==> src/design/cbd_consts.vh <==
`ifndef CBD_CONSTS_VH
`define CBD_CONSTS_VH
// operation field codes, first four bits of the instruction word
`define CBD_OP_NOP 4'h0
`define CBD_OP_SYS 4'h1
`define CBD_OP_LDC 4'h2
`define CBD_OP_STC 4'h3
`define CBD_OP_CONTROL_AND_INSTR 4'h4
`define CBD_OP_ORC 4'h5
`define CBD_OP_CONTROL_XOR_INSTR 4'h6
`define CBD_OP_BLK 4'h7
`define CBD_OP_ARITH 4'h8
`define CBD_OP_XFER 4'h9
`define CBD_OP_BITI 4'hA
`define CBD_OP_BRA 4'hB
`define CBD_OP_BITR 4'hC
// second operation field of system group
`define CBD_SYS_TRAP 4'h0
`define CBD_SYS_RTE 4'h1
`define CBD_SYS_SLEEP 4'h2
// field positions
`define CBD_OP_HI 15
`define CBD_OP_LO 12
`define CBD_MODE_HI 11
`define CBD_MODE_LO 9
`define CBD_SIZE_HI 8
`define CBD_SIZE_LO 7
`define CBD_RA_HI 6
`define CBD_RA_LO 4
`define CBD_RD_HI 3
`define CBD_RD_LO 0
`define CBD_TGT_BIT 11
`define CBD_LSZ_BIT 10
`define CBD_WIDE_BIT 8
// addressing modes
`define CBD_AM_RDIR 3'h0
`define CBD_AM_RIND 3'h1
`define CBD_AM_DISP 3'h2
`define CBD_AM_INCDEC 3'h3
`define CBD_AM_ABS 3'h4
`define CBD_AM_IMM 3'h5
`define CBD_AM_PCREL 3'h6
`define CBD_AM_MIND 3'h7
// operand sizes
`define CBD_SZ_B 2'h0
`define CBD_SZ_W 2'h1
`define CBD_SZ_L 2'h2
// register-direct part select
`define CBD_PART_BH 3'h0
`define CBD_PART_BL 3'h1
`define CBD_PART_WR 3'h2
`define CBD_PART_WE 3'h3
`define CBD_PART_L 3'h4
// extension length codes
`define CBD_EXT_NONE 2'h0
`define CBD_EXT_8 2'h1
`define CBD_EXT_16 2'h2
`define CBD_EXT_32 2'h3
// pointer steps, pc step per 2-byte unit
`define CBD_STEP_B 3'h1
`define CBD_STEP_W 3'h2
`define CBD_STEP_L 3'h4
`define CBD_PC_UNIT 24'h000002
// reset values
`define CBD_PC_RST 24'h000000
`define CBD_CCR_RST 8'h80
`define CBD_EXR_RST 8'h07
`endif

==> src/design/cbd_decode.v <==
`timescale 1ns/1ps
`include "cbd_consts.vh"
module cbd_decode (
   input wire clk,
   input wire rst_b,
   input wire clk_en,
   input wire instr_valid,
   output wire instr_ready,
   input wire [15:0] instr_word,
   input wire [31:0] instr_ext,
   input wire [15:0] src_operand,
   input wire wake,
   input wire [31:0] source_pointer_reg,
   input wire [31:0] destination_pointer_reg,
   input wire [15:0] word_count_reg,
   output reg dec_valid_q,
   output reg illegal_q,
   output reg [3:0] opcode_q,
   output reg [2:0] mode_q,
   output reg [1:0] size_q,
   output reg [2:0] reg_addr_q,
   output reg [3:0] reg_data_q,
   output reg [2:0] reg_part_q,
   output reg [1:0] reg_count_q,
   output reg [1:0] ext_len_q,
   output reg [31:0] ext_data_q,
   output reg [2:0] step_q,
   output reg [3:0] cond_q,
   output reg [2:0] bit_num_q,
   output reg bit_from_reg_q,
   output reg [23:0] pc_q,
   output reg trap_q,
   output reg [1:0] trap_vec_q,
   output reg exc_return_q,
   output reg in_exception_q,
   output reg sleep_q,
   output reg [7:0] condition_code_register_q,
   output reg [7:0] extended_control_register_q,
   output reg store_q,
   output reg [15:0] store_data_q,
   output reg mem_req_q,
   output reg mem_we_q,
   output reg [31:0] mem_addr_q,
   output reg [7:0] mem_wdata_q,
   input wire mem_ack,
   input wire [7:0] mem_rdata,
   output reg [31:0] src_ptr_q,
   output reg [31:0] dst_ptr_q,
   output reg [15:0] count_q,
   output reg blk_wb_q
);

localparam ST_IDLE = 2'h0;
localparam ST_READ = 2'h1;
localparam ST_WRITE = 2'h2;

reg [1:0] st_q;
reg blk_word_q;
reg [1:0] units;
reg legal;
reg [1:0] nreg;
reg [1:0] ext;
reg [2:0] part;
reg [2:0] step;

wire [3:0] op = instr_word[`CBD_OP_HI:`CBD_OP_LO];
wire [3:0] op2 = instr_word[11:8];
wire [2:0] md = instr_word[`CBD_MODE_HI:`CBD_MODE_LO];
wire [1:0] sz = instr_word[`CBD_SIZE_HI:`CBD_SIZE_LO];
wire [2:0] ra = instr_word[`CBD_RA_HI:`CBD_RA_LO];
wire [3:0] rd = instr_word[`CBD_RD_HI:`CBD_RD_LO];
wire tgt_exr = instr_word[`CBD_TGT_BIT];
wire lsz_w = instr_word[`CBD_LSZ_BIT];
wire busy = (st_q != ST_IDLE);
wire take = instr_valid & instr_ready & clk_en;
wire [15:0] cnt_dec = count_q - 16'h0001;
wire cnt_last = blk_word_q ? (cnt_dec == 16'h0000) : (cnt_dec[7:0] == 8'h00);

// next instruction waits for block move end and wake from sleep
assign instr_ready = ~busy & ~sleep_q;

////////////////////////////////////////////////////////////////////////////////
// field decode

always @*
begin
   legal = 1'b1;
   nreg = 2'h0;
   ext = `CBD_EXT_NONE;
   // eight modes, extension by mode and size
   case (md)
      `CBD_AM_DISP: ext = (sz == `CBD_SZ_L) ? `CBD_EXT_32 : `CBD_EXT_16;
      `CBD_AM_ABS, `CBD_AM_IMM:
      begin
         case (sz)
            `CBD_SZ_B: ext = `CBD_EXT_8;
            `CBD_SZ_W: ext = `CBD_EXT_16;
            default: ext = `CBD_EXT_32;
         endcase
      end
      `CBD_AM_PCREL: ext = (sz == `CBD_SZ_B) ? `CBD_EXT_8 : `CBD_EXT_16;
      `CBD_AM_MIND: ext = `CBD_EXT_8;
      default: ext = `CBD_EXT_NONE;
   endcase
   // operand count and mode legality per class
   case (op)
      `CBD_OP_NOP, `CBD_OP_BLK, `CBD_OP_CONTROL_AND_INSTR, `CBD_OP_ORC, `CBD_OP_CONTROL_XOR_INSTR:
         ext = `CBD_EXT_NONE;
      `CBD_OP_SYS:
      begin
         ext = `CBD_EXT_NONE;
         legal = (op2 == `CBD_SYS_TRAP) | (op2 == `CBD_SYS_RTE) |
                 (op2 == `CBD_SYS_SLEEP);
      end
      `CBD_OP_ARITH:
      begin
         nreg = 2'h2;
         legal = (md == `CBD_AM_RDIR) | (md == `CBD_AM_IMM);
      end
      `CBD_OP_XFER:
      begin
         nreg = 2'h2;
         legal = (md != `CBD_AM_PCREL) & (md != `CBD_AM_MIND);
      end
      `CBD_OP_LDC, `CBD_OP_STC:
      begin
         nreg = (md == `CBD_AM_IMM) | (md == `CBD_AM_ABS) ? 2'h0 : 2'h1;
         // [11:10] carry target and size here, so the mode field is not checked
         legal = ~instr_word[8];
      end
      `CBD_OP_BITI, `CBD_OP_BITR:
      begin
         nreg = (op == `CBD_OP_BITR) ? 2'h2 : 2'h1;
         if (md == `CBD_AM_ABS)
         begin
            nreg = nreg - 2'h1;
            ext = `CBD_EXT_8;
         end
         legal = (md == `CBD_AM_RDIR) | (md == `CBD_AM_RIND) |
                 (md == `CBD_AM_ABS);
      end
      `CBD_OP_BRA: ext = `CBD_EXT_8;
      default: legal = 1'b0;
   endcase
   // register-direct part select
   case (sz)
      `CBD_SZ_B: part = rd[3] ? `CBD_PART_BL : `CBD_PART_BH;
      `CBD_SZ_W: part = rd[3] ? `CBD_PART_WE : `CBD_PART_WR;
      default: part = `CBD_PART_L;
   endcase
   // post-increment / pre-decrement step
   case (sz)
      `CBD_SZ_B: step = `CBD_STEP_B;
      `CBD_SZ_W: step = `CBD_STEP_W;
      default: step = `CBD_STEP_L;
   endcase
   // instruction length in 2-byte units beyond the first
   case (ext)
      `CBD_EXT_32: units = 2'h2;
      `CBD_EXT_NONE: units = 2'h0;
      default: units = 2'h1;
   endcase
end

////////////////////////////////////////////////////////////////////////////////
// decode outputs, pc, control registers, system control

always @(posedge clk)
begin
   if (!rst_b)
   begin
      dec_valid_q <= 1'b0;
      illegal_q <= 1'b0;
      opcode_q <= `CBD_OP_NOP;
      mode_q <= `CBD_AM_RDIR;
      size_q <= `CBD_SZ_B;
      reg_addr_q <= 3'h0;
      reg_data_q <= 4'h0;
      reg_part_q <= `CBD_PART_BH;
      reg_count_q <= 2'h0;
      ext_len_q <= `CBD_EXT_NONE;
      ext_data_q <= 32'h00000000;
      step_q <= 3'h0;
      cond_q <= 4'h0;
      bit_num_q <= 3'h0;
      bit_from_reg_q <= 1'b0;
      pc_q <= `CBD_PC_RST;
      trap_q <= 1'b0;
      trap_vec_q <= 2'h0;
      exc_return_q <= 1'b0;
      in_exception_q <= 1'b0;
      sleep_q <= 1'b0;
      condition_code_register_q <= `CBD_CCR_RST;
      extended_control_register_q <= `CBD_EXR_RST;
      store_q <= 1'b0;
      store_data_q <= 16'h0000;
   end
   else if (clk_en)
   begin
      dec_valid_q <= take;
      trap_q <= 1'b0;
      exc_return_q <= 1'b0;
      store_q <= 1'b0;
      if (sleep_q & wake)
         sleep_q <= 1'b0;
      if (take)
      begin
         illegal_q <= ~legal;
         opcode_q <= op;
         mode_q <= md;
         size_q <= sz;
         reg_addr_q <= ra;
         reg_data_q <= rd;
         reg_part_q <= part;
         reg_count_q <= nreg;
         ext_len_q <= ext;
         ext_data_q <= instr_ext;
         step_q <= (md == `CBD_AM_INCDEC) ? step : 3'h0;
         cond_q <= (op == `CBD_OP_BRA) ? op2 : 4'h0;
         bit_num_q <= ra;
         bit_from_reg_q <= (op == `CBD_OP_BITR);
         // pc moves by whole units; nop adds two only
         if (~((op == `CBD_OP_SYS) & legal & (op2 != `CBD_SYS_SLEEP)))
            pc_q <= pc_q + `CBD_PC_UNIT + {21'h000000, units, 1'b0};
         if (legal)
         begin
            case (op)
               `CBD_OP_SYS:
               begin
                  case (op2)
                     `CBD_SYS_TRAP:
                     begin
                        trap_q <= 1'b1;
                        trap_vec_q <= instr_word[1:0];
                        in_exception_q <= 1'b1;
                     end
                     `CBD_SYS_RTE:
                     begin
                        exc_return_q <= 1'b1;
                        in_exception_q <= 1'b0;
                     end
                     default: sleep_q <= 1'b1;
                  endcase
               end
               `CBD_OP_LDC:
               begin
                  // word form keeps the upper byte
                  if (tgt_exr)
                     extended_control_register_q <= lsz_w ? src_operand[15:8] :
                                                    src_operand[7:0];
                  else
                     condition_code_register_q <= lsz_w ? src_operand[15:8] :
                                                  src_operand[7:0];
               end
               `CBD_OP_STC:
               begin
                  store_q <= 1'b1;
                  if (lsz_w)
                     store_data_q <= {tgt_exr ? extended_control_register_q :
                                      condition_code_register_q, 8'h00};
                  else
                     store_data_q <= {8'h00, tgt_exr ? extended_control_register_q :
                                      condition_code_register_q};
               end
               `CBD_OP_CONTROL_AND_INSTR:
               begin
                  if (tgt_exr)
                     extended_control_register_q <=
                        extended_control_register_q & instr_word[7:0];
                  else
                     condition_code_register_q <=
                        condition_code_register_q & instr_word[7:0];
               end
               `CBD_OP_ORC:
               begin
                  if (tgt_exr)
                     extended_control_register_q <=
                        extended_control_register_q | instr_word[7:0];
                  else
                     condition_code_register_q <=
                        condition_code_register_q | instr_word[7:0];
               end
               `CBD_OP_CONTROL_XOR_INSTR:
               begin
                  if (tgt_exr)
                     extended_control_register_q <=
                        extended_control_register_q ^ instr_word[7:0];
                  else
                     condition_code_register_q <=
                        condition_code_register_q ^ instr_word[7:0];
               end
               default: ;
            endcase
         end
      end
   end
end

////////////////////////////////////////////////////////////////////////////////
// block move engine

always @(posedge clk)
begin
   if (!rst_b)
   begin
      st_q <= ST_IDLE;
      blk_word_q <= 1'b0;
      mem_req_q <= 1'b0;
      mem_we_q <= 1'b0;
      mem_addr_q <= 32'h00000000;
      mem_wdata_q <= 8'h00;
      src_ptr_q <= 32'h00000000;
      dst_ptr_q <= 32'h00000000;
      count_q <= 16'h0000;
      blk_wb_q <= 1'b0;
   end
   else if (clk_en)
   begin
      blk_wb_q <= 1'b0;
      case (st_q)
         ST_IDLE:
         begin
            if (take & (op == `CBD_OP_BLK))
            begin
               blk_word_q <= instr_word[`CBD_WIDE_BIT];
               src_ptr_q <= source_pointer_reg;
               dst_ptr_q <= destination_pointer_reg;
               count_q <= word_count_reg;
               // zero count moves nothing
               if (instr_word[`CBD_WIDE_BIT] ? (word_count_reg != 16'h0000) :
                   (word_count_reg[7:0] != 8'h00))
               begin
                  st_q <= ST_READ;
                  mem_req_q <= 1'b1;
                  mem_we_q <= 1'b0;
                  mem_addr_q <= source_pointer_reg;
               end
               else
                  blk_wb_q <= 1'b1;
            end
         end
         ST_READ:
         begin
            if (mem_ack)
            begin
               st_q <= ST_WRITE;
               mem_we_q <= 1'b1;
               mem_addr_q <= dst_ptr_q;
               mem_wdata_q <= mem_rdata;
            end
         end
         ST_WRITE:
         begin
            if (mem_ack)
            begin
               // post-increment both pointers, count down
               src_ptr_q <= src_ptr_q + 32'h00000001;
               dst_ptr_q <= dst_ptr_q + 32'h00000001;
               if (blk_word_q)
                  count_q <= cnt_dec;
               else
                  count_q <= {count_q[15:8], cnt_dec[7:0]};
               mem_we_q <= 1'b0;
               if (cnt_last)
               begin
                  st_q <= ST_IDLE;
                  mem_req_q <= 1'b0;
                  blk_wb_q <= 1'b1;
               end
               else
               begin
                  st_q <= ST_READ;
                  mem_addr_q <= src_ptr_q + 32'h00000001;
               end
            end
         end
         default:
         begin
            st_q <= ST_IDLE;
            mem_req_q <= 1'b0;
         end
      endcase
   end
end

endmodule // cbd_decode

==> config.mk <==
export PLATFORM = sky130hd
export DESIGN_NAME = cbd_decode
export DESIGN_NICKNAME = d
export VERILOG_FILES = /design/src/design/cbd_decode.v
export VERILOG_INCLUDE_DIRS = /design/src /design/src/design
export SDC_FILE = /design/constraint.sdc
export NUM_CORES = 1
export LEC_CHECK = 0
export BUFFER_PORTS_ARGS = -buffer_cell sky130_fd_sc_hd__clkbuf_2
export CAP_MARGIN = 10
export CORE_MARGIN = 10
export CORE_UTILIZATION = 45
export CTS_CLUSTER_DIAMETER = 100
export DETAILED_ROUTE_END_ITERATION = 8
export HOLD_SLACK_MARGIN = 0.02
export PLACE_DENSITY_LB_ADDON = 0.25
export SETUP_SLACK_MARGIN = 0.05
export SYNTH_ARGS = -nofsm -noshare
export SYNTH_HDL_FRONTEND = slang
export SYNTH_SLANG_ARGS = --single-unit
==> constraint.sdc <==
create_clock -name clk -period 7.7 [get_ports clk]
set_clock_uncertainty 0.1 [all_clocks]
set_input_delay 1.54 -clock clk [delete_from_list [all_inputs] [get_ports clk]]
set_output_delay 1.54 -clock clk [all_outputs]
set_load 0.005 [all_outputs]
Word-level counts from Yosys, hierarchy flattened

Cells that the tools add are included.

Bits in registers: 254
Bits of input ports: 158
Output and inout bits: 255
Word-level logic and storage cells: 235

$add $sub $neg: 6
Equality and inequality tests: 44
Multiplexer cells: 87
Bitwise gates (word level): 26
Reductions and logical operators: 37

Operators with widths:

| cell                                                 | number |
|---|---|
| two-way mux 32 bit                                   | 9 |
| one-hot mux 32 bit (2 select lines)                  | 2 |
| one-hot mux 32 bit (3 select lines)                  | 1 |
| two-way mux 8 bit                                    | 10 |
| adder 32 x 1 -> 32 bit (second input constant)       | 2 |
| two-way mux 16 bit                                   | 4 |
| one-hot mux 8 bit (4 select lines)                   | 2 |
| two-way mux 1 bit                                    | 35 |
| one-hot mux 16 bit (2 select lines)                  | 1 |
| != test 2 bit (second input constant)                | 15 |
| adder 24 x 2 -> 24 bit (second input constant)       | 1 |
| adder 24 x 3 -> 24 bit                               | 1 |
| equality test 4 bit (second input constant)          | 5 |
| AND reduction 5 bit                                  | 4 |
| one-hot mux 2 bit (3 select lines)                   | 3 |
| AND 8 bit                                            | 2 |
| equality test 4 x 3 -> 1 bit (second input constant) | 4 |
| logical NOT 16 bit                                   | 1 |
| two-way mux 2 bit                                    | 8 |
| OR 8 bit                                             | 2 |
| AND reduction 8 bit                                  | 2 |
| nonzero test 16 bit                                  | 1 |
| subtractor 16 x 1 -> 16 bit (second input constant)  | 1 |
| XOR 8 bit                                            | 2 |
| 36 further kinds                                     | 82 |

Longest topological paths before layout

Depth after elaboration: 8
Gate-level depth with buffers: 17

Least setup slack after synthesis

OpenSTA, ideal clock, no wires.

Kind: input-to-reg
Start point: input port instr_word[10]
End point: register pc_q[8]
Setup time: 70 ps
Data arrival time: 4,290 ps
Data required time: 7,530 ps
Slack: 3,239 ps
Stages: 16
Buffers on the path: 1
Cells stage by stage: clkbuf_1 > or4b_2 > nand2_1 > nand2_1 > a21oi_1 > a21o_1 > ha_1 > inv_1 > ha_1 > inv_1 > ha_1 > inv_1 > fa_1 > nand2b_1 > or3_1 > a21oi_1

Cells in the longest elaborated chain, start to end: 8

Ends and longest elaborated chain:

| element                                                  | RTL line         | RTL |
|---|---|---|
| from (decl)                                              | cbd_decode.v:9   | `input wire [15:0] instr_word,` |
| equality test 3 bit                                      | cbd_decode.v:91  | `case (md)` |
| OR reduction 2 bit                                       | cbd_decode.v:91  |  |
| one-hot mux 2 bit (4 select lines)                       | cbd_decode.v:91  |  |
| two-way mux 2 bit                                        | cbd_decode.v:134 | `` if (md == `CBD_AM_ABS) `` |
| one-hot mux 2 bit (3 select lines) *                     | cbd_decode.v:106 | `case (op)` |
| named net ext[0]                                         | cbd_decode.v:62  | `reg [1:0] ext;` |
| equality test 2 bit or logical NOT 2 bit (tied branches) | cbd_decode.v:158 | `case (ext)` |
| one-hot mux 2 bit (2 select lines) *                     | cbd_decode.v:158 |  |
| adder 24 x 3 -> 24 bit *                                 | cbd_decode.v:224 | `` pc_q <= pc_q + `CBD_PC_UNIT + {21'h000000, units, 1'b0}; `` |
| to (signal assigned)                                     | cbd_decode.v:187 | `` pc_q <= `CBD_PC_RST; `` |
| to (signal assigned)                                     | cbd_decode.v:224 |  |
| to (decl)                                                | cbd_decode.v:31  | `output reg [23:0] pc_q,` |

The timed path passes the listed nets; every way through them passes the cells marked *.
A chain may end at the register's enable or synchronous reset.

Worst setup path in the final report

Start point: input port instr_word[10]
End point: register pc_q[16]

The elaborated chain is that of the path after synthesis.

==> results_dict.tcl <==
set metrics [dict create \
    cts_hold_buf 0 \
    max_cap_viol_count 0 \
    synthArstFlopShare_pct 0 \
    critPathKind "primary input to flop" \
    worstPathMaxFanout 35 \
    tritoncts "yes" \
    io_buffers 411 \
    instances_no_fill 2603 \
    synth.net_count 2086 \
    antenna_found_initial 5 \
    yosysSeqAreaShare_pct 34.89 \
    die_area_sq_um 39840 \
    syn_area_sq_um 14520 \
    fp.dieW_um 199.6 \
    synth_edf_count 0 \
    yosys_warnings 0 \
    cp-start-kind "primary input" \
    worstPathArrival_ns 4.85 \
    tightest_slew_ns 1.135 \
    cts_inserted_buffers 30 \
    status "completed" \
    yosys_register_bits 253 \
    r2r_cells 10 \
    synthTopCellsByArea "dfxtp_1 35%, nand2_1 7.6%, a21oi_1 5.9%" \
    drcViolationCount 0 \
    hold_class "flop to flop" \
    clkTransAtPathRegs_ns 0.06 \
    cts_resized 0 \
    vias 15520 \
    ir_worst_vdd_mv 0.1655 \
    period_share_pct 58.94 \
    via_per_inst 5.962 \
    slew-limit-headroom_pct 23.93 \
    syn_to_final_growth_pct 20.51 \
    synth.most_common_cell "nand2_1" \
    holdPathStages 2 \
    gp_congestion 0.9481 \
    final_area_sq_um 17490 \
    cts_setup_buffers 0 \
    ys_types 81 \
    gr-total-overflow 0 \
    worstPathRequired_ns 8.02 \
    rows 65 \
    ctsHtreeMaxLevel 1 \
    cts_buffer_depth 3 \
    fp.dieH_um 199.6 \
    routed_wirelength_mm 54.20 \
    hold_viol 0 \
    first_pass_iters 6 \
    setup_tns_ns 0 \
    fillers 3050 \
    report.final.slew_viol_count 0 \
    start_util_pct 45.77 \
    clk_latency_ns 0.57 \
    power_density_nw_per_um2 177.6 \
    synth_top_area_share_pct 34.89 \
    cts.sink_count 253 \
    root_buffer "clkbuf_16" \
    drt_iter0_drc 1623 \
    final.min_clock_period_ns 4.538 \
    hpwl_mm 39.62 \
    dpl_cell_area_sq_um 16520 \
    track_usage_pct 25.68 \
    ys_top_cells_by_count "294 x nand2_1, 253 x dfxtp_1, 170 x a21oi_1" \
    grt_first_pass_wirelength_mm 82.54 \
    fin_nets 2387 \
    grt_max_degree 103 \
    cp-end-kind "flop" \
    grt_pass1_vias 14460 \
    dp.cells 2550 \
    synthCells 1881 \
    ys.flop_type "dfxtp_1" \
    p_leak_nw 7.409 \
    ant_nets 0 \
    drive_above_1_share_pct 23.82 \
    routedWlPerCell_um 20.82 \
    rsz0062_at_grt "false" \
    core_sq_um 31720 \
    pin_count 413 \
    setup_viol 0 \
    yosysTopAreaCell "dfxtp_1" \
    max_freq_mhz 220.4 \
    synth_area_per_cell_sq_um 7.717 \
    total_power_mw 3.107 \
]
[path summary, 6_finish.rpt]
kind / from / end / slack (ns)
hold reg to reg: store_data_q[6]$_SDFFE_PN0P_ / store_data_q[6]$_SDFFE_PN0P_ / 0.35
setup / recovery: instr_word[10] / pc_q[16]$_SDFFE_PN0P_ / 3.16
hold / removal: store_data_q[6]$_SDFFE_PN0P_ / store_data_q[6]$_SDFFE_PN0P_ / 0.35
setup reg to reg: st_q[0]$_SDFFE_PN0P_ / dst_ptr_q[28]$_SDFFE_PN0P_ / 4.27
[cells in the final DEF (no fill, tap or decap), types with 31 or more instances in the layout]
cell,synthesis,final
ha_1,46,44
nor2_1,162,162
nand3_1,54,54
clkbuf_2,0,411
dfxtp_1,253,253
mux2i_1,75,75
inv_1,47,46
a21oi_1,170,170
clkbuf_16,0,31
nand4_1,41,41
nor3_1,43,43
o21ai_0,101,101
nand2_1,294,293
[worst max-delay path: stages]
cell      delay, ns
clkbuf_2       0.57
or4b_2         0.64
nand2_1        0.09
nand2_1        0.06
a21oi_1        0.15
a21o_1         0.12
ha_1           0.13
inv_1          0.04
ha_1           0.16
inv_1          0.05
ha_1           0.17
inv_1          0.06
fa_1           0.36
nand2b_1       0.22
nor3_1         0.28
xnor2_1        0.15
nor2_1         0.05
[power breakdown]
part	internal [mW]	switching (mW)	total, mW	leakage [nW]
registers	1.34	0.0219	1.36	2.05
logic	0.134	0.218	0.352	4.88
clock network	0.823	0.571	1.39	0.479
total	2.30	0.811	3.11	7.41
[cell families after synthesis]
family,synth area share [%]
buffers and inverters,5.964
adder cells (fa/ha/maj),4.103
other,0.02583
XOR/XNOR,1.810
AO/OA/AOI/OAI,22.57
AND/OR/NAND/NOR,25.00
flip-flops,34.89
multiplexers,5.637
[registers in the layout, summed over array words and instances, names as in the netlist, 3 cells and up]
name                         cells
bit_num_q                        3
cond_q                           4
condition_code_register_q        8
count_q                         16
dst_ptr_q                       32
ext_data_q                      32
extended_control_register_q      8
mem_addr_q                      32
mem_wdata_q                      8
mode_q                           3
opcode_q                         4
pc_q                            23
reg_data_q                       4
reg_part_q                       3
src_ptr_q                       32
step_q                           3
store_data_q                    16
[through the flow]
step | setup slack (ns) | util, % | hold WS [ns]
detailed placement | 2.599 | 52.08 | 0.3436
CTS | 3.172 | 55.08 | 0.3504
finish | 3.162 | 55.16 | 0.3504
global placement | 2.634 | 52.08 | 0.3398
global route | 2.827 | 55.16 | 0.3739
floorplan | 3.239 | - | 0.3482
[routing by layer]
metal  track usage [%]  share of wire [%]  vias up
met4             9.198                3.6        8
met3             6.056                9.7      119
met1             33.04                 40     7274
li1                  -                  -     7395
met2             41.08                 46      722
met5                 0              0.090        -
[cell type report]
type / count / area, sq um / share of cell area [%]
multi-input combinational: 1422 / 8606 / 49.19
sequential: 253 / 5065 / 28.95
timing repair buffer: 426 / 2177 / 12.44
clock buffer: 42 / 887.1 / 5.071
tap: 402 / 503.0 / 2.875
inverter: 49 / 188.9 / 1.080
clock inverter: 8 / 65.06 / 0.3719
antenna: 1 / 2.502 / 0.01430
Power figures use the tool's default switching activity.
